`src/cltd_pkg.sv`:
```
package cltd_pkg;

    // Upper-bit patterns of the control group
    localparam logic [4:0] ENC_COND_BR = 5'h1c;
    localparam logic [4:0] ENC_REL_JUMP = 5'h1a;
    localparam logic [4:0] ENC_REL_CALL = 5'h1b;
    localparam logic [6:0] ENC_ABS_CALL = 7'h76;
    localparam logic [7:0] ENC_ABS_JUMP = 8'hef;
    localparam logic [9:0] ENC_PTR_LOAD = 10'h3b8;
    localparam logic [3:0] ENC_DATA_WORD = 4'hf;
    localparam logic [7:0] ENC_ZERO_HI = 8'h00;
    localparam logic [11:0] ENC_BANK_LOAD = 12'h010;

    // Literal group, upper byte
    localparam logic [7:0] ENC_LIT_ADD = 8'h0f;
    localparam logic [7:0] ENC_LIT_SUB = 8'h08;
    localparam logic [7:0] ENC_LIT_AND = 8'h0b;
    localparam logic [7:0] ENC_LIT_OR = 8'h09;
    localparam logic [7:0] ENC_LIT_XOR = 8'h0a;
    localparam logic [7:0] ENC_LIT_LOAD = 8'h0e;
    localparam logic [7:0] ENC_LIT_MUL = 8'h0d;
    localparam logic [7:0] ENC_LIT_RET = 8'h0c;

    // Control words with a zero upper byte, low byte
    localparam logic [7:0] ENC_NOP = 8'h00;
    localparam logic [7:0] ENC_SLEEP = 8'h03;
    localparam logic [7:0] ENC_WDT_CLR = 8'h04;
    localparam logic [7:0] ENC_PUSH = 8'h05;
    localparam logic [7:0] ENC_POP = 8'h06;
    localparam logic [7:0] ENC_DEC_ADJ = 8'h07;
    localparam logic [7:0] ENC_SW_RESET = 8'hff;
    localparam logic [5:0] ENC_TBL_READ = 6'h02;
    localparam logic [5:0] ENC_TBL_WRITE = 6'h03;
    localparam logic [6:0] ENC_INT_RET = 7'h08;
    localparam logic [6:0] ENC_SUB_RET = 7'h09;

    // Cycle counts
    localparam logic [2:0] CYC_TWO = 3'h2;
    localparam logic [2:0] CYC_PROGRAM_TABLE_WRITE_LONG = 3'h5;
    localparam logic [2:0] HOLD_CYCLES = CYC_PROGRAM_TABLE_WRITE_LONG - CYC_TWO;

    typedef struct packed {
        logic carry;
        logic digitCarry;
        logic zero;
        logic overflow;
        logic negative;
    } cltd_flags_t;

    // Flag update masks
    localparam cltd_flags_t FLAGS_NONE = 5'h00;
    localparam cltd_flags_t FLAGS_ALL = 5'h1f;
    localparam cltd_flags_t FLAGS_LOGIC = 5'h05;
    localparam cltd_flags_t FLAGS_CARRY = 5'h10;

    typedef enum logic [4:0] {
        OP_NOP, OP_BRANCH, OP_REL_JUMP, OP_REL_CALL, OP_ABS_CALL, OP_ABS_JUMP,
        OP_POP, OP_PUSH, OP_INT_RET, OP_SUB_RET, OP_LIT_RET, OP_SLEEP,
        OP_WDT_CLR, OP_DEC_ADJ, OP_SW_RESET, OP_LIT_ADD, OP_LIT_SUB, OP_LIT_AND,
        OP_LIT_OR, OP_LIT_XOR, OP_LIT_LOAD, OP_LIT_MUL, OP_BANK_LOAD, OP_PTR_LOAD,
        OP_TBL_READ, OP_TBL_WRITE
    } cltd_op_t;

    typedef enum {ST_EXEC, ST_WORD2, ST_FLUSH, ST_HOLD} cltd_state_t;

    typedef struct packed {
        cltd_op_t op;
        logic [7:0] literal;
        logic pcLoad;
        logic [10:0] relOffset;
        logic [19:0] absTarget;
        logic fastReturn;
        cltd_flags_t flagUpd;
        logic toPdUpd;
        logic intEnUpd;
        logic [1:0] pointerSel;
        logic [11:0] pointerLit;
        logic [1:0] tableMode;
    } cltd_ctrl_t;

endpackage : cltd_pkg

```
`src/cltd_decoder.sv`:
```
`timescale 1ns/10ps
// Notes on behaviour
// - 11100ccc plus 8-bit offset: conditional branch on Z/C/OV/N, 1 cycle, 2 taken
// - Absolute call: 1110110s word, then 1111 word, 20-bit target, s passed on
// - Absolute jump: 11101111 word, then 1111 word, 20-bit target, two cycles
// - A lone word with top nibble 1111 executes as no-operation
// - Program counter change by a one-word op or true test adds a second, no-operation cycle
// - 0x0006 pops, 0x0005 pushes return stack, one cycle, no flags
// - 0x0010/11 interrupt return updates enables, 0x0012/13 return, two cycles
// - 0x0ckk returns with literal into working register, two cycles, no flags
// - 0x0003 standby, 0x0004 watchdog clear, one cycle, update time-out/power-down
// - Literal add and literal subtract, one cycle, update all five flags
// - Literal AND, OR, XOR, one cycle, update zero and negative only
// - 0x0ekk loads literal into working register, one cycle, no flags
// - 0x0dkk multiplies literal by working register, one cycle, no flags
// - 0x010k loads four bits into bank select register, one cycle
// - Pointer load: 11101110 00ff kkkk then 11110000 kkkkkkkk, 12-bit literal
// - 0x0008-0x000b table read, two cycles, low bits give pointer mode
// - 0x000c-0x000f table write, two cycles, five when memory write starts
// - A started internal memory write runs until terminated, not with instruction
// - Port read-modify-write takes pin levels, not output latch
// - Marked ops on timer zero count with no destination or a file destination clear prescaler when assigned to it
module cltd_decoder (
    // Clock and reset
    input wire logic sys_clk,
    input wire logic rst_n,
    // Instruction fetch
    input wire logic [15:0] instrWord,
    input wire logic instrValid,
    // Core status flags
    input wire cltd_pkg::cltd_flags_t statusFlags,
    // Internal memory write handshake
    input wire logic writeCycleStart,
    input wire logic writeCycleDone,
    // Port read-modify-write
    input wire logic rmwTargetIsPort,
    input wire logic [7:0] portPinLevels,
    input wire logic [7:0] portLatchValue,
    // Timer zero side effect
    input wire logic fileOpMarked,
    input wire logic fileOpTargetsTimer,
    input wire logic fileOpNeedsDest,
    input wire logic fileOpDestIsFile,
    input wire logic prescalerOnTimer,
    // Decoded control
    output cltd_pkg::cltd_ctrl_t ctrl_r,
    output logic ctrlValid_r,
    output logic nopCycle_r,
    output logic writeBusy_r,
    output logic [7:0] rmwSource_r,
    output logic prescalerClear_r
);

    function automatic cltd_pkg::cltd_op_t decodeOp(input logic [15:0] w);
        cltd_pkg::cltd_op_t op;
        op = cltd_pkg::OP_NOP;
        if (w[15:11] == cltd_pkg::ENC_COND_BR) begin
            op = cltd_pkg::OP_BRANCH;
        end else if (w[15:11] == cltd_pkg::ENC_REL_JUMP) begin
            op = cltd_pkg::OP_REL_JUMP;
        end else if (w[15:11] == cltd_pkg::ENC_REL_CALL) begin
            op = cltd_pkg::OP_REL_CALL;
        end else if (w[15:9] == cltd_pkg::ENC_ABS_CALL) begin
            op = cltd_pkg::OP_ABS_CALL;
        end else if (w[15:8] == cltd_pkg::ENC_ABS_JUMP) begin
            op = cltd_pkg::OP_ABS_JUMP;
        end else if (w[15:6] == cltd_pkg::ENC_PTR_LOAD) begin
            op = cltd_pkg::OP_PTR_LOAD;
        end else if (w[15:12] == cltd_pkg::ENC_DATA_WORD) begin
            op = cltd_pkg::OP_NOP;
        end else if (w[15:4] == cltd_pkg::ENC_BANK_LOAD) begin
            op = cltd_pkg::OP_BANK_LOAD;
        end else if (w[15:8] == cltd_pkg::ENC_ZERO_HI) begin
            if (w[7:2] == cltd_pkg::ENC_TBL_READ) begin
                op = cltd_pkg::OP_TBL_READ;
            end else if (w[7:2] == cltd_pkg::ENC_TBL_WRITE) begin
                op = cltd_pkg::OP_TBL_WRITE;
            end else if (w[7:1] == cltd_pkg::ENC_INT_RET) begin
                op = cltd_pkg::OP_INT_RET;
            end else if (w[7:1] == cltd_pkg::ENC_SUB_RET) begin
                op = cltd_pkg::OP_SUB_RET;
            end else begin
                case (w[7:0])
                    cltd_pkg::ENC_SLEEP: op = cltd_pkg::OP_SLEEP;
                    cltd_pkg::ENC_WDT_CLR: op = cltd_pkg::OP_WDT_CLR;
                    cltd_pkg::ENC_PUSH: op = cltd_pkg::OP_PUSH;
                    cltd_pkg::ENC_POP: op = cltd_pkg::OP_POP;
                    cltd_pkg::ENC_DEC_ADJ: op = cltd_pkg::OP_DEC_ADJ;
                    cltd_pkg::ENC_SW_RESET: op = cltd_pkg::OP_SW_RESET;
                    default: op = cltd_pkg::OP_NOP;
                endcase
            end
        end else begin
            case (w[15:8])
                cltd_pkg::ENC_LIT_ADD: op = cltd_pkg::OP_LIT_ADD;
                cltd_pkg::ENC_LIT_SUB: op = cltd_pkg::OP_LIT_SUB;
                cltd_pkg::ENC_LIT_AND: op = cltd_pkg::OP_LIT_AND;
                cltd_pkg::ENC_LIT_OR: op = cltd_pkg::OP_LIT_OR;
                cltd_pkg::ENC_LIT_XOR: op = cltd_pkg::OP_LIT_XOR;
                cltd_pkg::ENC_LIT_LOAD: op = cltd_pkg::OP_LIT_LOAD;
                cltd_pkg::ENC_LIT_MUL: op = cltd_pkg::OP_LIT_MUL;
                cltd_pkg::ENC_LIT_RET: op = cltd_pkg::OP_LIT_RET;
                default: op = cltd_pkg::OP_NOP;
            endcase
        end
        return op;
    endfunction : decodeOp

    function automatic cltd_pkg::cltd_flags_t flagsOf(input cltd_pkg::cltd_op_t op);
        cltd_pkg::cltd_flags_t mask;
        mask = cltd_pkg::FLAGS_NONE;
        if (op == cltd_pkg::OP_LIT_ADD || op == cltd_pkg::OP_LIT_SUB) begin
            mask = cltd_pkg::FLAGS_ALL;
        end else if (op == cltd_pkg::OP_SW_RESET) begin
            mask = cltd_pkg::FLAGS_ALL;
        end else if (op == cltd_pkg::OP_DEC_ADJ) begin
            mask = cltd_pkg::FLAGS_CARRY;
        end else if (op == cltd_pkg::OP_LIT_AND || op == cltd_pkg::OP_LIT_OR
                     || op == cltd_pkg::OP_LIT_XOR) begin
            mask = cltd_pkg::FLAGS_LOGIC;
        end
        return mask;
    endfunction : flagsOf

    cltd_pkg::cltd_state_t state_r, state_nxt;
    logic [15:0] firstWord_r, firstWord_nxt;
    logic [2:0] holdCnt_r, holdCnt_nxt;
    logic longWrite_r, longWrite_nxt;
    cltd_pkg::cltd_ctrl_t ctrl_nxt;
    logic ctrlValid_nxt;
    logic nopCycle_nxt;
    logic writeBusy_nxt;
    logic prescalerClear_nxt;

    // Decode of the fetched word and of a held first word
    cltd_pkg::cltd_op_t curOp;
    cltd_pkg::cltd_op_t firstOp;
    cltd_pkg::cltd_op_t execOp;
    logic condTaken;
    logic inExec;
    logic inWord2;
    logic twoWordFirst;
    logic isReturn;
    logic pcChange;
    logic needFlush;
    logic startsWrite;

    assign curOp = decodeOp(instrWord);
    assign firstOp = decodeOp(firstWord_r);
    assign inExec = (state_r == cltd_pkg::ST_EXEC) && instrValid;
    assign inWord2 = (state_r == cltd_pkg::ST_WORD2) && instrValid;
    assign execOp = inWord2 ? firstOp : curOp;

    cltd_cond_eval u_cond (
        .condCode(instrWord[10:8]),
        .flags(statusFlags),
        .taken(condTaken)
    );

    assign twoWordFirst = curOp == cltd_pkg::OP_ABS_CALL || curOp == cltd_pkg::OP_ABS_JUMP
                          || curOp == cltd_pkg::OP_PTR_LOAD;
    assign isReturn = curOp == cltd_pkg::OP_INT_RET || curOp == cltd_pkg::OP_SUB_RET
                      || curOp == cltd_pkg::OP_LIT_RET;
    assign pcChange = (curOp == cltd_pkg::OP_BRANCH && condTaken)
                      || curOp == cltd_pkg::OP_REL_JUMP || curOp == cltd_pkg::OP_REL_CALL
                      || isReturn;
    assign needFlush = pcChange || curOp == cltd_pkg::OP_TBL_READ
                       || curOp == cltd_pkg::OP_TBL_WRITE;
    assign startsWrite = inExec && curOp == cltd_pkg::OP_TBL_WRITE && writeCycleStart;

    // Sequencing of second words, no-operation cycles and long table writes
    always_comb begin
        state_nxt = state_r;
        firstWord_nxt = firstWord_r;
        holdCnt_nxt = holdCnt_r;
        longWrite_nxt = longWrite_r;
        unique case (state_r)
            cltd_pkg::ST_EXEC: begin
                if (instrValid && twoWordFirst) begin
                    state_nxt = cltd_pkg::ST_WORD2;
                    firstWord_nxt = instrWord;
                end else if (instrValid && needFlush) begin
                    state_nxt = cltd_pkg::ST_FLUSH;
                    longWrite_nxt = startsWrite;
                end
            end
            cltd_pkg::ST_WORD2: begin
                if (instrValid) begin
                    state_nxt = cltd_pkg::ST_EXEC;
                end
            end
            cltd_pkg::ST_FLUSH: begin
                if (instrValid && longWrite_r) begin
                    state_nxt = cltd_pkg::ST_HOLD;
                    holdCnt_nxt = cltd_pkg::HOLD_CYCLES;
                    longWrite_nxt = 1'b0;
                end else if (instrValid) begin
                    state_nxt = cltd_pkg::ST_EXEC;
                end
            end
            cltd_pkg::ST_HOLD: begin
                holdCnt_nxt = holdCnt_r - 3'h1;
                if (holdCnt_r == 3'h1) begin
                    state_nxt = cltd_pkg::ST_EXEC;
                end
            end
        endcase
    end

    // Control word for the core datapath
    always_comb begin
        ctrl_nxt = '0;
        ctrl_nxt.op = execOp;
        ctrl_nxt.flagUpd = flagsOf(execOp);
        ctrl_nxt.literal = instrWord[7:0];
        ctrl_nxt.tableMode = instrWord[1:0];
        ctrl_nxt.fastReturn = instrWord[0];
        ctrl_nxt.toPdUpd = execOp == cltd_pkg::OP_SLEEP
                           || execOp == cltd_pkg::OP_WDT_CLR;
        ctrl_nxt.intEnUpd = execOp == cltd_pkg::OP_INT_RET;
        if (execOp == cltd_pkg::OP_BANK_LOAD) begin
            ctrl_nxt.literal = {4'h0, instrWord[3:0]};
        end
        if (execOp == cltd_pkg::OP_BRANCH) begin
            ctrl_nxt.relOffset = {{3{instrWord[7]}}, instrWord[7:0]};
        end else begin
            ctrl_nxt.relOffset = instrWord[10:0];
        end
        if (inWord2) begin
            ctrl_nxt.absTarget = {instrWord[11:0], firstWord_r[7:0]};
            ctrl_nxt.fastReturn = firstWord_r[8];
            ctrl_nxt.pointerSel = firstWord_r[5:4];
            ctrl_nxt.pointerLit = {firstWord_r[3:0], instrWord[7:0]};
            ctrl_nxt.pcLoad = firstOp != cltd_pkg::OP_PTR_LOAD;
        end else begin
            ctrl_nxt.pcLoad = pcChange;
        end
    end

    assign ctrlValid_nxt = (inExec && !twoWordFirst) || inWord2;
    assign nopCycle_nxt = ((state_r == cltd_pkg::ST_FLUSH) && instrValid)
                          || state_r == cltd_pkg::ST_HOLD;
    // A new start wins over a termination in the same cycle
    assign writeBusy_nxt = startsWrite || (writeBusy_r && !writeCycleDone);
    assign prescalerClear_nxt = fileOpMarked && fileOpTargetsTimer && prescalerOnTimer
                                && (!fileOpNeedsDest || fileOpDestIsFile);

    always_ff @(posedge sys_clk or negedge rst_n) begin
        if (!rst_n) begin
            state_r <= cltd_pkg::ST_EXEC;
            firstWord_r <= 16'h0000;
            holdCnt_r <= 3'h0;
            longWrite_r <= 1'b0;
        end else begin
            state_r <= state_nxt;
            firstWord_r <= firstWord_nxt;
            holdCnt_r <= holdCnt_nxt;
            longWrite_r <= longWrite_nxt;
        end
    end

    always_ff @(posedge sys_clk or negedge rst_n) begin
        if (!rst_n) begin
            ctrl_r <= '0;
            ctrlValid_r <= 1'b0;
            nopCycle_r <= 1'b0;
            writeBusy_r <= 1'b0;
            rmwSource_r <= 8'h00;
            prescalerClear_r <= 1'b0;
        end else begin
            ctrl_r <= ctrl_nxt;
            ctrlValid_r <= ctrlValid_nxt;
            nopCycle_r <= nopCycle_nxt;
            writeBusy_r <= writeBusy_nxt;
            rmwSource_r <= rmwTargetIsPort ? portPinLevels : portLatchValue;
            prescalerClear_r <= prescalerClear_nxt;
        end
    end
endmodule : cltd_decoder

```
`src/cltd_cond_eval.sv`:
```
`timescale 1ns/10ps
module cltd_cond_eval (
    // Condition code and flags
    input wire logic [2:0] condCode,
    input wire cltd_pkg::cltd_flags_t flags,
    // Result
    output logic taken
);

    // Even codes test the flag set, odd codes test it clear
    logic flagSel;

    always_comb begin
        unique case (condCode[2:1])
            2'h0: flagSel = flags.zero;
            2'h1: flagSel = flags.carry;
            2'h2: flagSel = flags.overflow;
            2'h3: flagSel = flags.negative;
        endcase
    end

    assign taken = flagSel ^ condCode[0];

endmodule : cltd_cond_eval

```
`config.mk`:
```
export PLATFORM = sky130hd
export DESIGN_NAME = cltd_decoder
export DESIGN_NICKNAME = d
export VERILOG_FILES = /design/src/cltd_pkg.sv /design/src/cltd_decoder.sv /design/src/cltd_cond_eval.sv
export SDC_FILE = /design/constraint.sdc
export NUM_CORES = 1
export LEC_CHECK = 0
export BUFFER_PORTS_ARGS = -buffer_cell sky130_fd_sc_hd__buf_2
export CAP_MARGIN = 20
export CORE_UTILIZATION = 25
export DETAILED_ROUTE_END_ITERATION = 6
export PLACE_DENSITY = 0.43
export SLEW_MARGIN = 20
export SYNTH_ARGS = -nofsm -noshare
export SYNTH_HDL_FRONTEND = slang
export SYNTH_SLANG_ARGS = --single-unit
```
`constraint.sdc`:
```
create_clock -name sys_clk -period 2.89 [get_ports sys_clk]
set_input_delay 0.1445 -clock sys_clk [delete_from_list [all_inputs] [get_ports sys_clk]]
set_output_delay 0.1445 -clock sys_clk [all_outputs]
set_load 0.03 [all_outputs]
```
# ---- After elaboration in Yosys (flattened, before gate mapping)
# Memory sizes are Yosys's and may differ from the RTL's.
# Cells that the tools add are included.
dict set report word_totals {
  mem_count 2
  mem_bits_ro 160
  in_bits 48
  regBits 133
  wordCells 205
}
# name depth word_bits rd rd_ports_with_merged_regs wr line_no
set memory_table {}
lappend memory_table {{(no name shown)} 16 5 1 0 0 cltd_decoder.sv:94} ;# case (w[15:8])
lappend memory_table {{(no name shown)} 16 5 1 0 0 cltd_decoder.sv:94}
dict set report op_classes {
  mux 54
  n_reduce_logical 47
  bitwise 1
  n_addsub 1
  eq_ne 75
}
# op n
set op_table {}
lappend op_table {{2-to-1 mux 32 bit} 5}
lappend op_table {{2-to-1 mux 5 bit} 28}
lappend op_table {{case mux 32 bit (4 select lines)} 1}
lappend op_table {{equality test 32 x 2 -> 1 bit, second input constant} 3}
lappend op_table {{equality test 5 bit, second input constant} 14}
lappend op_table {{equality test 32 x 3 -> 1 bit, second input constant} 2}
lappend op_table {{equality test 8 x 3 -> 1 bit, second input constant} 8}
lappend op_table {{zero test 32 bit} 2}
lappend op_table {{case mux 4 bit (6 select lines)} 2}
lappend op_table {{equality test 5 x 4 -> 1 bit, second input constant} 9}
lappend op_table {{equality test 32 x 1 -> 1 bit, second input constant} 1}
lappend op_table {{equality test 8 bit, second input constant} 4}
lappend op_table {{equality test 7 x 4 -> 1 bit, second input constant} 4}
lappend op_table {{equality test 12 x 5 -> 1 bit, second input constant} 2}
lappend op_table {{equality test 6 x 2 -> 1 bit, second input constant} 4}
lappend op_table {{2-to-1 mux 21 bit} 1}
lappend op_table {{equality test 10 bit, second input constant} 2}
lappend op_table {{logical OR 1 bit} 17}
lappend op_table {{equality test 8 x 2 -> 1 bit, second input constant} 2}
lappend op_table {{zero test 8 bit} 2}
lappend op_table {{2-to-1 mux 4 bit} 4}
lappend op_table {{2-to-1 mux 8 bit} 2}
lappend op_table {{equality test 7 bit, second input constant} 2}
lappend op_table {{logical AND 1 bit} 14}
lappend op_table {{other kinds (25)} 43}

# ---- Longest topological paths before layout
# Gate-level depths: netlist of run 1.
dict set report depth {
  ltp_word 26
  mapped_depth 12
  depth_no_buf 12
}

# ---- Hierarchy
# A second synthesis of run 1 with hierarchy kept.
dict set report hier_totals {
  hier_cells 459
  hier_area_um2 5170.0
}
# module n_inst area_per_inst_um2 cells_per_inst
set by_module_without_submodules {}
lappend by_module_without_submodules {cltd_decoder 1 5138.7 457}
lappend by_module_without_submodules {cltd_cond_eval 1 31.3 2}

# ---- Worst setup path before layout of run 1
# No wires, ideal clock.
dict set report synth_path {
  path_type {register -> register}
  startpoint {reg firstWord_r[9]}
  endpoint {reg ctrl_r[54] (netlist bit)}
  t_required_ns 2.762
  arrival_ns 2.435
  slack_ns 0.328
  path_stages_with_launch 11
  path_buffers 0
  path_cell_list {dfrtp_1 > inv_1 > ha_1 > or4b_1 > nor3b_1 > o21ai_1 > o211ai_1 > a32oi_1 > mux2i_2 > nand4bb_1 > mux2_1}
}
# item line_no
set synth_lines {}
lappend synth_lines {{start, declared} cltd_decoder.sv:126} ;# logic [15:0] firstWord_r, firstWord_nxt;
lappend synth_lines {{start signal, assigned} cltd_decoder.sv:256} ;# firstWord_r <= firstWord_nxt;
lappend synth_lines {{end signal, assigned} cltd_decoder.sv:271} ;# ctrl_r <= ctrl_nxt;
lappend synth_lines {{end, declared} cltd_decoder.sv:46} ;# output cltd_pkg::cltd_ctrl_t ctrl_r,

# ---- Worst setup path after layout of run 1
dict set report layout_path {
  startpoint {in instrWord[4]}
  endpoint {reg state_r[1]}
}
dict set report layout_via {
  elab_chain_cells 25
  word_cells_on_any_way 52
  cone_classes {eq/ne: 23; mux: 16; reduce/logical: 13}
}
# item line_no
set layout_lines {}
lappend layout_lines {{start, declared} cltd_decoder.sv:28} ;# input wire logic [15:0] instrWord,
lappend layout_lines {{equality test 8 bit (tied with other cells)} cltd_decoder.sv:83} ;# case (w[7:0])
lappend layout_lines {{case mux 4 bit (6 select lines)} cltd_decoder.sv:83}
lappend layout_lines {{2-to-1 mux 4 bit} cltd_decoder.sv:80} ;# end else if (w[7:1] == cltd_pkg::ENC_SUB_RET) begin
lappend layout_lines {{2-to-1 mux 4 bit} cltd_decoder.sv:78} ;# end else if (w[7:1] == cltd_pkg::ENC_INT_RET) begin
lappend layout_lines {{2-to-1 mux 5 bit} cltd_decoder.sv:76} ;# end else if (w[7:2] == cltd_pkg::ENC_TBL_WRITE) begin
lappend layout_lines {{2-to-1 mux 5 bit} cltd_decoder.sv:74} ;# if (w[7:2] == cltd_pkg::ENC_TBL_READ) begin
lappend layout_lines {{2-to-1 mux 5 bit} cltd_decoder.sv:73} ;# end else if (w[15:8] == cltd_pkg::ENC_ZERO_HI) begin
lappend layout_lines {{2-to-1 mux 5 bit (*)} cltd_decoder.sv:71} ;# end else if (w[15:4] == cltd_pkg::ENC_BANK_LOAD) begin
lappend layout_lines {{[8 not listed]} --}
lappend layout_lines {{logical AND 1 bit} cltd_decoder.sv:164} ;# assign pcChange = (curOp == cltd_pkg::OP_BRANCH && condTaken)
lappend layout_lines {{logical OR 1 bit (2 in a row)} cltd_decoder.sv:165} ;# || curOp == cltd_pkg::OP_REL_JUMP || curOp == cltd_pkg::OP_REL_CALL
lappend layout_lines {{logical OR 1 bit} cltd_decoder.sv:166} ;# || isReturn;
lappend layout_lines {{logical OR 1 bit} cltd_decoder.sv:167} ;# assign needFlush = pcChange || curOp == cltd_pkg::OP_TBL_READ
lappend layout_lines {{logical OR 1 bit} cltd_decoder.sv:168} ;# || curOp == cltd_pkg::OP_TBL_WRITE;
lappend layout_lines {{logical AND 1 bit} cltd_decoder.sv:182} ;# end else if (instrValid && needFlush) begin
lappend layout_lines {{!= test 3 bit (no source line)} --}
lappend layout_lines {{AND reduction 2 bit (no source line)} --}
lappend layout_lines {{end signal, assigned} cltd_decoder.sv:250} ;# state_r <= cltd_pkg::ST_EXEC;
lappend layout_lines {{end signal, assigned} cltd_decoder.sv:255} ;# state_r <= state_nxt;
lappend layout_lines {{end, declared} cltd_decoder.sv:125} ;# cltd_pkg::cltd_state_t state_r, state_nxt;
# Mark *: on every way between the ends. The rest lies on a longest branch, timed or not.
# A chain may end at the register's enable or synchronous reset.

==> impl_metrics.csv, run 1 <==
group,metric,value,unit
power,power_frac_seq,0.514,
logic_synthesis,synth_top_area_cell,"dfrtp_1",
detailed_routing,drt_iter0_drc,213,
min_path,worstHoldPathType,"input pin to flop",
floorplan,coreArea,19700,µm²
logic_synthesis,ys_ff_latch,111,
critical_path,cp_max_fo,10,
placed_design,hpwl,9250,µm
critical_path,arrival,3060,ps
power,p_leak,3.16,nW
floorplan,boundaryPins,129,
grt,gr-usage-met3,0.0257,
logic_synthesis,syn_area_per_cell,11.2,µm²
grt,grt_antenna_before_repair,0,
timing,skew,8.27,ps
floorplan,fp.dieH,145,µm
outcome,status,"completed",
critical_path,cp-start-kind,"input pin",
cts,clk_latency,360,ps
floorplan,rows,51,
critical_path,slowest_stage,"dlygate4sd3_1",
logic_synthesis,syn-instance-count,455,
cts,htreeDepth,3,
final_layout,drive_above_1_share,0.349,
cts,path_clk_slew,80,ps
power,pwr-share-comb,0.090,
logic_synthesis,synth_enable_flop_cells,0,
timing,max_slew_margin,0.619,
logic_synthesis,seq_area_frac_synth,0.545,
power,swShare,0.265,
placed_design,place_congestion,0.859,
cts,clock-sinks,111,
logic_synthesis,post-synth-top-count-cell,"dfrtp_1",
detailed_routing,first_pass_iters,4,
logic_synthesis,async_flop_share,1.00,
logic_synthesis,yosys-top-cells-area,"dfrtp_1, mux2_2, buf_4",
power,pwr-share-clk,0.396,
critical_path,endpoint_kind,"flop",
logic_synthesis,yosys-top-cells-count,"dfrtp_1, nor2_1, buf_4, nand2_1",
final_layout,num_antenna_cells,0,
timing,worstMarginPinSlew,571,ps
critical_path,path_cells,"dlygate4sd3_1 -> buf_2 -> or4_4 -> nor4_1 -> a41o_2 -> o211ai_2 -> or2_2 -> a211oi_1 -> a31o_2",
cts,cts_setup_buffers,0,
grt,gr-usage-met1,0.170,
critical_path,crit_type,"input pin to flop",
timing,rsz0062_at_grt,"no",
logic_synthesis,synth_ff_type,"dfrtp_1",
job,drv_cap,0,
cts,max-clock-path-buffers,2,
timing,drv_slew,0,
detailed_routing,ant_nets,0,
critical_path,max_stage_delay,530,ps
detailed_routing,drc,0,
critical_path,rrSetupSlack,250,ps
power,switchingPower,832,µW
grt,grt_pass1_vias,3665,
timing,period_needed,2760,ps
final_layout,nets,668,
grt,grt_max_degree,70,
power,p_int,2.31,mW
detailed_routing,wirelength,12400,µm
final_layout,syn2layout_area_growth,27.2,%
grt,top_usage_layer,"met2",
floorplan,die_w,145,µm
grt,grt_util_all_layers,0.124,
final_layout,layout.cells.non_filler,878,
grt,grt_pass1_wl,19400,µm
cts,cts_buffers,9,
power,powerDensity,484,nW/µm²
grt,grt_use_met2,0.192,
floorplan,die-area,21000,µm²
floorplan,start_util,0.259,
timing,fin_tns_setup,0,ps
timing,finalSetupViolCount,0,
detailed_routing,vias,3794,
logic_synthesis,synth_top_area_frac,0.545,
detailed_routing,wire_per_inst,14.1,µm
logic_synthesis,netlist_area,5100,µm²
power,ir_worst_vdd,0.295,mV
timing,fmax,0.362,GHz
critical_path,crit_required,3190,ps
timing,hold_viol,0,
placed_design,placedCellCount,857,
cts,cts-root-buf,"clkbuf_16",
timing,period_share,0.955,
grt,grt_remaining_overflow,0,
logic_synthesis,synth_warnings,0,
detailed_routing,viasPerCell,4.32,
logic_synthesis,ys_types,73,
cts,cts_tree,"yes",
placed_design,port-buffer-count,127,
## repair_timing
action / CTS / global route
endpoints found under the setup margin: 0 / 9
gates resized for setup: 0 / 6
hold buffers: 5 / 0
hold endpoints to repair: 45 / 0
## final timing paths
| check | start | end | cells past startpoint |
|---|---|---|---|
| worst max register to register | firstWord_r[9]$_DFFE_PN0P_ | ctrl_r[61]$_DFF_PN0_ | 12 |
| worst min register to register | writeBusy_r$_DFF_PN0_ | writeBusy_r$_DFF_PN0_ | 1 |
| worst max-delay path | instrWord[4] | state_r[1]$_DFFE_PN0P_ | 9 |
| worst min-delay path | instrWord[6] | ctrl_r[50]$_DFF_PN0_ | 1 |
| min in group asynchronous | rst_n | ctrl_r[27]$_DFF_PN0_ | 2 |
| max in group asynchronous | rst_n | state_r[31]$_DFFE_PN0P_ | 3 |
## stage by stage
stage | hold WS (ps) | worst slack (ps) | area (µm²) | utilization | total power, mW
3_3_place_gp | 173 | 183 | 6090 | 0.309 | 1.92
2_1_floorplan | -151 | 328 | 5210 | - | 1.79
3_5_place_dp | 174 | 140 | 6090 | 0.309 | 1.93
4_1_cts | 2.21 | 96.6 | 6440 | 0.327 | 3.21
5_1_grt | 5.31 | 2.06 | 6490 | 0.329 | 3.30
6_report | 13.7 | 129 | 6490 | 0.329 | 3.14
## critical path: cells and delay by family
| kind | cells | cell delay [ps] |
|---|---|---|
| and+or+nand+nor | 3 | 1240 |
| buffers and inverters | 2 | 720 |
| AOI/OAI and AO/OA | 4 | 970 |
## registers in the layout, summed over array words and instances (netlist names)
| signal | count |
|---|---|
| nopCycle_r | 1 |
| writeBusy_r | 1 |
| longWrite_r | 1 |
| state_r | 32 |
| ctrlValid_r | 1 |
| prescalerClear_r | 1 |
| firstWord_r | 16 |
| rmwSource_r | 8 |
| ctrl_r | 47 |
| holdCnt_r | 3 |
## per-layer routing
layer | routed length (µm) | share of wire
met5 | 0 | 0
met4 | 204 | 0.016
met3 | 666 | 0.054
met2 | 5600 | 0.45
met1 | 5890 | 0.48
## power by group through the flow
stage	Sequential, mW	Clock (mW)	Combinational, mW
after floorplan	1.70	0	0.0999
after detailed placement	1.65	0	0.281
after CTS	1.62	1.31	0.286
after global placement	1.65	0	0.278
final	1.61	1.25	0.284
after global routing	1.62	1.37	0.314
## placed cells by master, fill, tap and decap left out, types with 3 or more instances in the layout
| master | count |
|---|---|
| dlygate4sd3_1 | 5 |
| nand2_1 | 23 |
| ha_1 | 12 |
| conb_1 | 30 |
| xnor2_1 | 3 |
| clkbuf_16 | 9 |
| o21a_1 | 3 |
| nand3_1 | 13 |
| nor4_1 | 11 |
| nor3b_1 | 5 |
| nand2b_1 | 5 |
| o31ai_1 | 5 |
| mux2_1 | 3 |
| nand4_1 | 5 |
| dfrtp_1 | 111 |
| o211ai_1 | 5 |
| inv_1 | 15 |
| or2_2 | 6 |
| mux2_2 | 17 |
| inv_8 | 4 |
| a31oi_1 | 4 |
| nand4b_1 | 3 |
| and2_1 | 17 |
| nor3_1 | 5 |
| nor2b_1 | 15 |
| buf_4 | 21 |
| buf_2 | 126 |
| or3_1 | 3 |
| nor2_1 | 36 |
| o21ai_0 | 15 |
| and3_1 | 4 |
| a21oi_1 | 15 |
## cell families after synthesis
group,share of synthesized area
adder cells (fa/ha/maj),0.0294
flip-flops,0.545
XOR/XNOR,0.00687
AND/OR/NAND/NOR,0.183
other,0.000735
buffers and inverters,0.0613
AO/OA/AOI/OAI,0.111
multiplexers,0.0623
## area by class of cell
type,count,area (µm²)
timing repair buffer,153,858
sequential,111,2780
inverter,16,60.1
clock buffer,9,225
tap,265,332
multi-input combinational,317,2160
fill,2016,13200
clock inverter,7,75.1
Power figures use the tool's default switching activity.
==> inputs of run 2 (changes only) <==
CELL_PAD_IN_SITES_DETAIL_PLACEMENT = 1   (was default)
CELL_PAD_IN_SITES_GLOBAL_PLACEMENT = 2   (was default)
PLACE_DENSITY = 0.61   (was 0.43)
==> impl_metrics.csv, run 2 (synthesis results as in run 1) <==
group,metric,value,unit
power,powerDensity,491,nW/µm²
timing,worstMarginPinSlew,599,ps
grt,grt_pass1_vias,3999,
min_path,worstHoldPathType,"input pin to flop",
timing,drv_slew,0,
critical_path,endpoint_kind,"flop",
timing,max_slew_margin,0.601,
final_layout,layout.cells.non_filler,882,
outcome,status,"completed",
detailed_routing,vias,3883,
detailed_routing,drt_iter0_drc,126,
timing,skew,8.83,ps
detailed_routing,first_pass_iters,4,
cts,clock-sinks,111,
placed_design,port-buffer-count,127,
detailed_routing,ant_nets,0,
cts,path_clk_slew,80,ps
power,ir_worst_vdd,0.324,mV
critical_path,cp_max_fo,5,
power,p_total,3.21,mW
final_layout,regMostFlops,"ctrl_r",
final_layout,layout_common_cells,"buf_2, dfrtp_1, nor2_1, conb_1, buf_4",
critical_path,crit_start,"firstWord_r[9]$_DFFE_PN0P_",
placed_design,postPlaceCellArea,6140,µm²
grt,grt_max_degree,52,
cts,clk_latency,350,ps
critical_path,rr_startpoint,"firstWord_r[9]$_DFFE_PN0P_",
placed_design,place_congestion,0.798,
critical_path,arrival,2950,ps
detailed_routing,drc,0,
final_layout,syn2layout_area_growth,28.1,%
critical_path,crit_type,"flop to flop",
critical_path,cp-start-kind,"flop",
floorplan,fp.dieH,145,µm
timing,finalSetupViolCount,0,
grt,grt_pass1_wl,21600,µm
detailed_routing,wire_per_inst,15.6,µm
placed_design,placedCellCount,863,
timing,fin_tns_setup,0,ps
timing,period_share,0.931,
final_layout,num_antenna_cells,0,
cts,max-clock-path-buffers,2,
grt,grt_antenna_before_repair,0,
placed_design,hpwl,10700,µm
grt,grt_remaining_overflow,0,
final_layout,drive_above_1_share,0.357,
min_path,min_from,"instrWord[5]",
floorplan,boundaryPins,129,
final_layout,stdcell_area,6530,µm²
timing,fmax,0.372,GHz
floorplan,die-area,21000,µm²
timing,hold_viol,0,
floorplan,start_util,0.259,
cts,cts_buffers,9,
cts,cts_tree,"yes",
timing,period_needed,2690,ps
power,p_leak,3.19,nW
timing,rsz0062_at_grt,"no",
floorplan,coreArea,19700,µm²
job,drv_cap,0,
timing,hold_slack,13.5,ps
final_layout,top_regs,"ctrl_r: 47 flops, state_r: 32 flops, firstWord_r: 16 flops",
final_layout,nets,673,
floorplan,rows,51,
detailed_routing,wirelength,13800,µm
floorplan,die_w,145,µm
cts,cts-root-buf,"clkbuf_16",
final_layout,largest_reg_flops,47,
grt,grt_util_all_layers,0.137,
detailed_routing,viasPerCell,4.40,
final_layout,final_common_cell,"buf_2",
critical_path,crit_required,3150,ps
cts,htreeDepth,3,
[run 2: report_power, final]
group / internal (mW) / switching, mW / leakage [nW]
Combinational: 0.0982 / 0.194 / 1.64
Clock: 0.712 / 0.591 / 0.154
Sequential: 1.60 / 0.0160 / 1.39
[run 2: repair_timing]
item,4_1_cts,5_1_grt
hold buffers,2,0
gates resized for setup,0,7
hold endpoints to repair,46,0
endpoints found under the setup margin,0,3
buffers inserted,0,2
[run 2: layout make-up]
type | count | area [µm²]
multi-input combinational | 317 | 2160
clock buffer | 10 | 239
inverter | 16 | 60.1
fill | 2261 | 13200
tap | 265 | 332
timing repair buffer | 158 | 888
sequential | 111 | 2780
clock inverter | 5 | 75.1
[run 2: final timing paths]
check,end,slack [ps],depth (start not counted)
setup reg to reg,ctrl_r[22]$_DFF_PN0_,200,11
hold reg to reg,writeBusy_r$_DFF_PN0_,490,1
max in group asynchronous,ctrl_r[50]$_DFF_PN0_,1860,3
min in group asynchronous,holdCnt_r[1]$_DFFE_PN0P_,340,2
setup / recovery,ctrl_r[22]$_DFF_PN0_,200,11
hold / removal,ctrl_r[49]$_DFF_PN0_,10,1
[run 2: per-stage QoR]
step                 util  setup WS [ps]
finish              0.331            200
detailed placement  0.311           98.1
CTS                 0.328           62.4
floorplan               -            328
global placement    0.311            114
global route        0.331           24.0
[run 2: worst max-delay path: stages, from the launching register on]
cell,delay (ps)
dfrtp_1,410
inv_1,120
ha_1,140
or4b_1,470
nor3b_1,260
o21ai_2,120
o211a_1,170
a21oi_2,180
inv_2,80
nand2b_4,150
or4_4,410
o31ai_1,80
[run 2: metal layers]
layer	GRT usage	wire length (µm)	vias up
met2	0.222	6190	123
met5	0	0	-
li1	-	-	1859
met1	0.184	6750	1893
met3	0.0299	708	8
met4	0.0377	130	0
==> inputs of run 3 (changes only) <==
MAX_ROUTING_LAYER = met4   (was default)
==> impl_metrics.csv, run 3 (synthesis results as in run 1) <==
group,metric,value,unit
power,ir_worst_vdd,0.324,mV
placed_design,hpwl,10700,µm
final_layout,fillers,2261,
grt,grt_remaining_overflow,0,
placed_design,port-buffer-count,127,
power,p_leak,3.19,nW
final_layout,final_common_cell,"buf_2",
grt,grt_pass1_vias,4015,
timing,fin_ws,199,ps
final_layout,top_regs,"ctrl_r: 47 flops, state_r: 32 flops, firstWord_r: 16 flops",
detailed_routing,drc,0,
cts,cts-root-buf,"clkbuf_16",
timing,worstMarginPinSlew,601,ps
final_layout,drive_above_1_share,0.357,
timing,period_needed,2690,ps
detailed_routing,viasPerCell,4.39,
critical_path,slowest_stage,"or4b_1",
critical_path,max_stage_delay,470,ps
timing,max_slew_margin,0.599,
min_path,min_from,"instrWord[5]",
detailed_routing,drt_iter0_drc,122,
final_layout,syn2layout_area_growth,28.1,%
critical_path,crit_type,"flop to flop",
critical_path,crit_start,"firstWord_r[9]$_DFFE_PN0P_",
critical_path,rr_startpoint,"firstWord_r[9]$_DFFE_PN0P_",
floorplan,fp.dieH,145,µm
outcome,status,"completed",
floorplan,start_util,0.259,
grt,grt_max_degree,52,
detailed_routing,wire_per_inst,15.6,µm
timing,fin_tns_setup,0,ps
timing,fmax,0.372,GHz
grt,grt_pass1_wl,21600,µm
critical_path,crit_required,3150,ps
floorplan,die-area,21000,µm²
floorplan,rows,51,
critical_path,crit_buf_inv,2,
timing,rsz0062_at_grt,"no",
placed_design,place_congestion,0.810,
job,drv_cap,0,
critical_path,endpoint_kind,"flop",
min_path,worstHoldPathType,"input pin to flop",
final_layout,largest_reg_flops,47,
placed_design,dpl_worst_slack,98.1,ps
final_layout,multi_input_area,2160,µm²
floorplan,die_w,145,µm
critical_path,arrival,2950,ps
timing,hold_viol,0,
detailed_routing,first_pass_iters,4,
detailed_routing,ant_nets,0,
timing,drv_slew,0,
floorplan,coreArea,19700,µm²
detailed_routing,vias,3869,
cts,max-clock-path-buffers,2,
cts,htreeDepth,3,
cts,path_clk_slew,80,ps
timing,finalSetupViolCount,0,
cts,cts_buffers,9,
final_layout,layout_common_cells,"buf_2, dfrtp_1, nor2_1, conb_1, buf_4",
critical_path,cp_max_fo,5,
cts,cts_tree,"yes",
final_layout,regArea,2780,µm²
cts,clk_latency,350,ps
timing,period_share,0.931,
critical_path,critPathTopFamily,"simple AND/OR/NAND/NOR gates",
detailed_routing,wirelength,13800,µm
grt,grt_antenna_before_repair,0,
power,p_total,3.21,mW
timing,skew,8.43,ps
final_layout,num_antenna_cells,0,
critical_path,path_cells,"inv_1 -> ha_1 -> or4b_1 -> nor3b_1 -> o21ai_2 -> o211a_1 -> a21oi_2 -> inv_2 -> nand2b_4 -> or4_4 -> o31ai_1",
final_layout,nets,673,
floorplan,boundaryPins,129,
grt,grt_util_all_layers,0.141,
final_layout,post-route-util,0.331,
final_layout,regMostFlops,"ctrl_r",
power,powerDensity,491,nW/µm²
critical_path,cp-start-kind,"flop",
cts,clock-sinks,111,
-- run 3: cell counts in the layout (fill, tap and decap cells not counted) --
Identical to the previous run, type by type.
-- run 3: stage by stage --
step | cells | hold slack, ps | area, µm²
floorplan | 484 | -151 | 5210
global placement | 863 | 197 | 6140
detailed placement | 863 | 201 | 6140
CTS | 880 | 0.00996 | 6470
global route | 882 | 9.81 | 6530
finish | 882 | 10.3 | 6530
-- run 3: path summary, 6_finish.rpt --
check	end	slack, ps	depth (start not counted)
max in group asynchronous	ctrl_r[50]$_DFF_PN0_	1860	3
min in group asynchronous	holdCnt_r[1]$_DFFE_PN0P_	350	2
setup reg to reg	ctrl_r[22]$_DFF_PN0_	200	11
hold reg to reg	writeBusy_r$_DFF_PN0_	490	1
hold / removal	ctrl_r[49]$_DFF_PN0_	10	1
setup / recovery	ctrl_r[22]$_DFF_PN0_	200	11
-- run 3: timing repair --
action | in CTS | in global routing
hold buffers | 2 | 0
setup buffers | 0 | 2
resized for setup | 0 | 7
endpoints found under the setup margin | 0 | 3
endpoints found under the hold margin | 46 | 0
-- run 3: routing by layer --
metal  routed length [µm]  vias up  GRT usage
li1                     -     1858          -
met1                 6770     1883      0.185
met2                 6190      120      0.223
met3                  681        8     0.0280
met4                  136        0     0.0377
met5                    0        -          -
-- run 3: final cells by class --
| type | instances | share of cell area |
|---|---|---|
| tap | 265 | 0.0507 |
| multi-input combinational | 317 | 0.331 |
| inverter | 16 | 0.00919 |
| sequential | 111 | 0.425 |
| clock buffer | 10 | 0.0366 |
| timing repair buffer | 158 | 0.136 |
| clock inverter | 5 | 0.0115 |
-- run 3: power by group --
group          leakage (nW)  switching [mW]  total [mW]  internal [mW]
Sequential             1.39          0.0160        1.61           1.60
Clock                 0.154           0.591        1.30          0.712
Combinational          1.64           0.195       0.293         0.0982
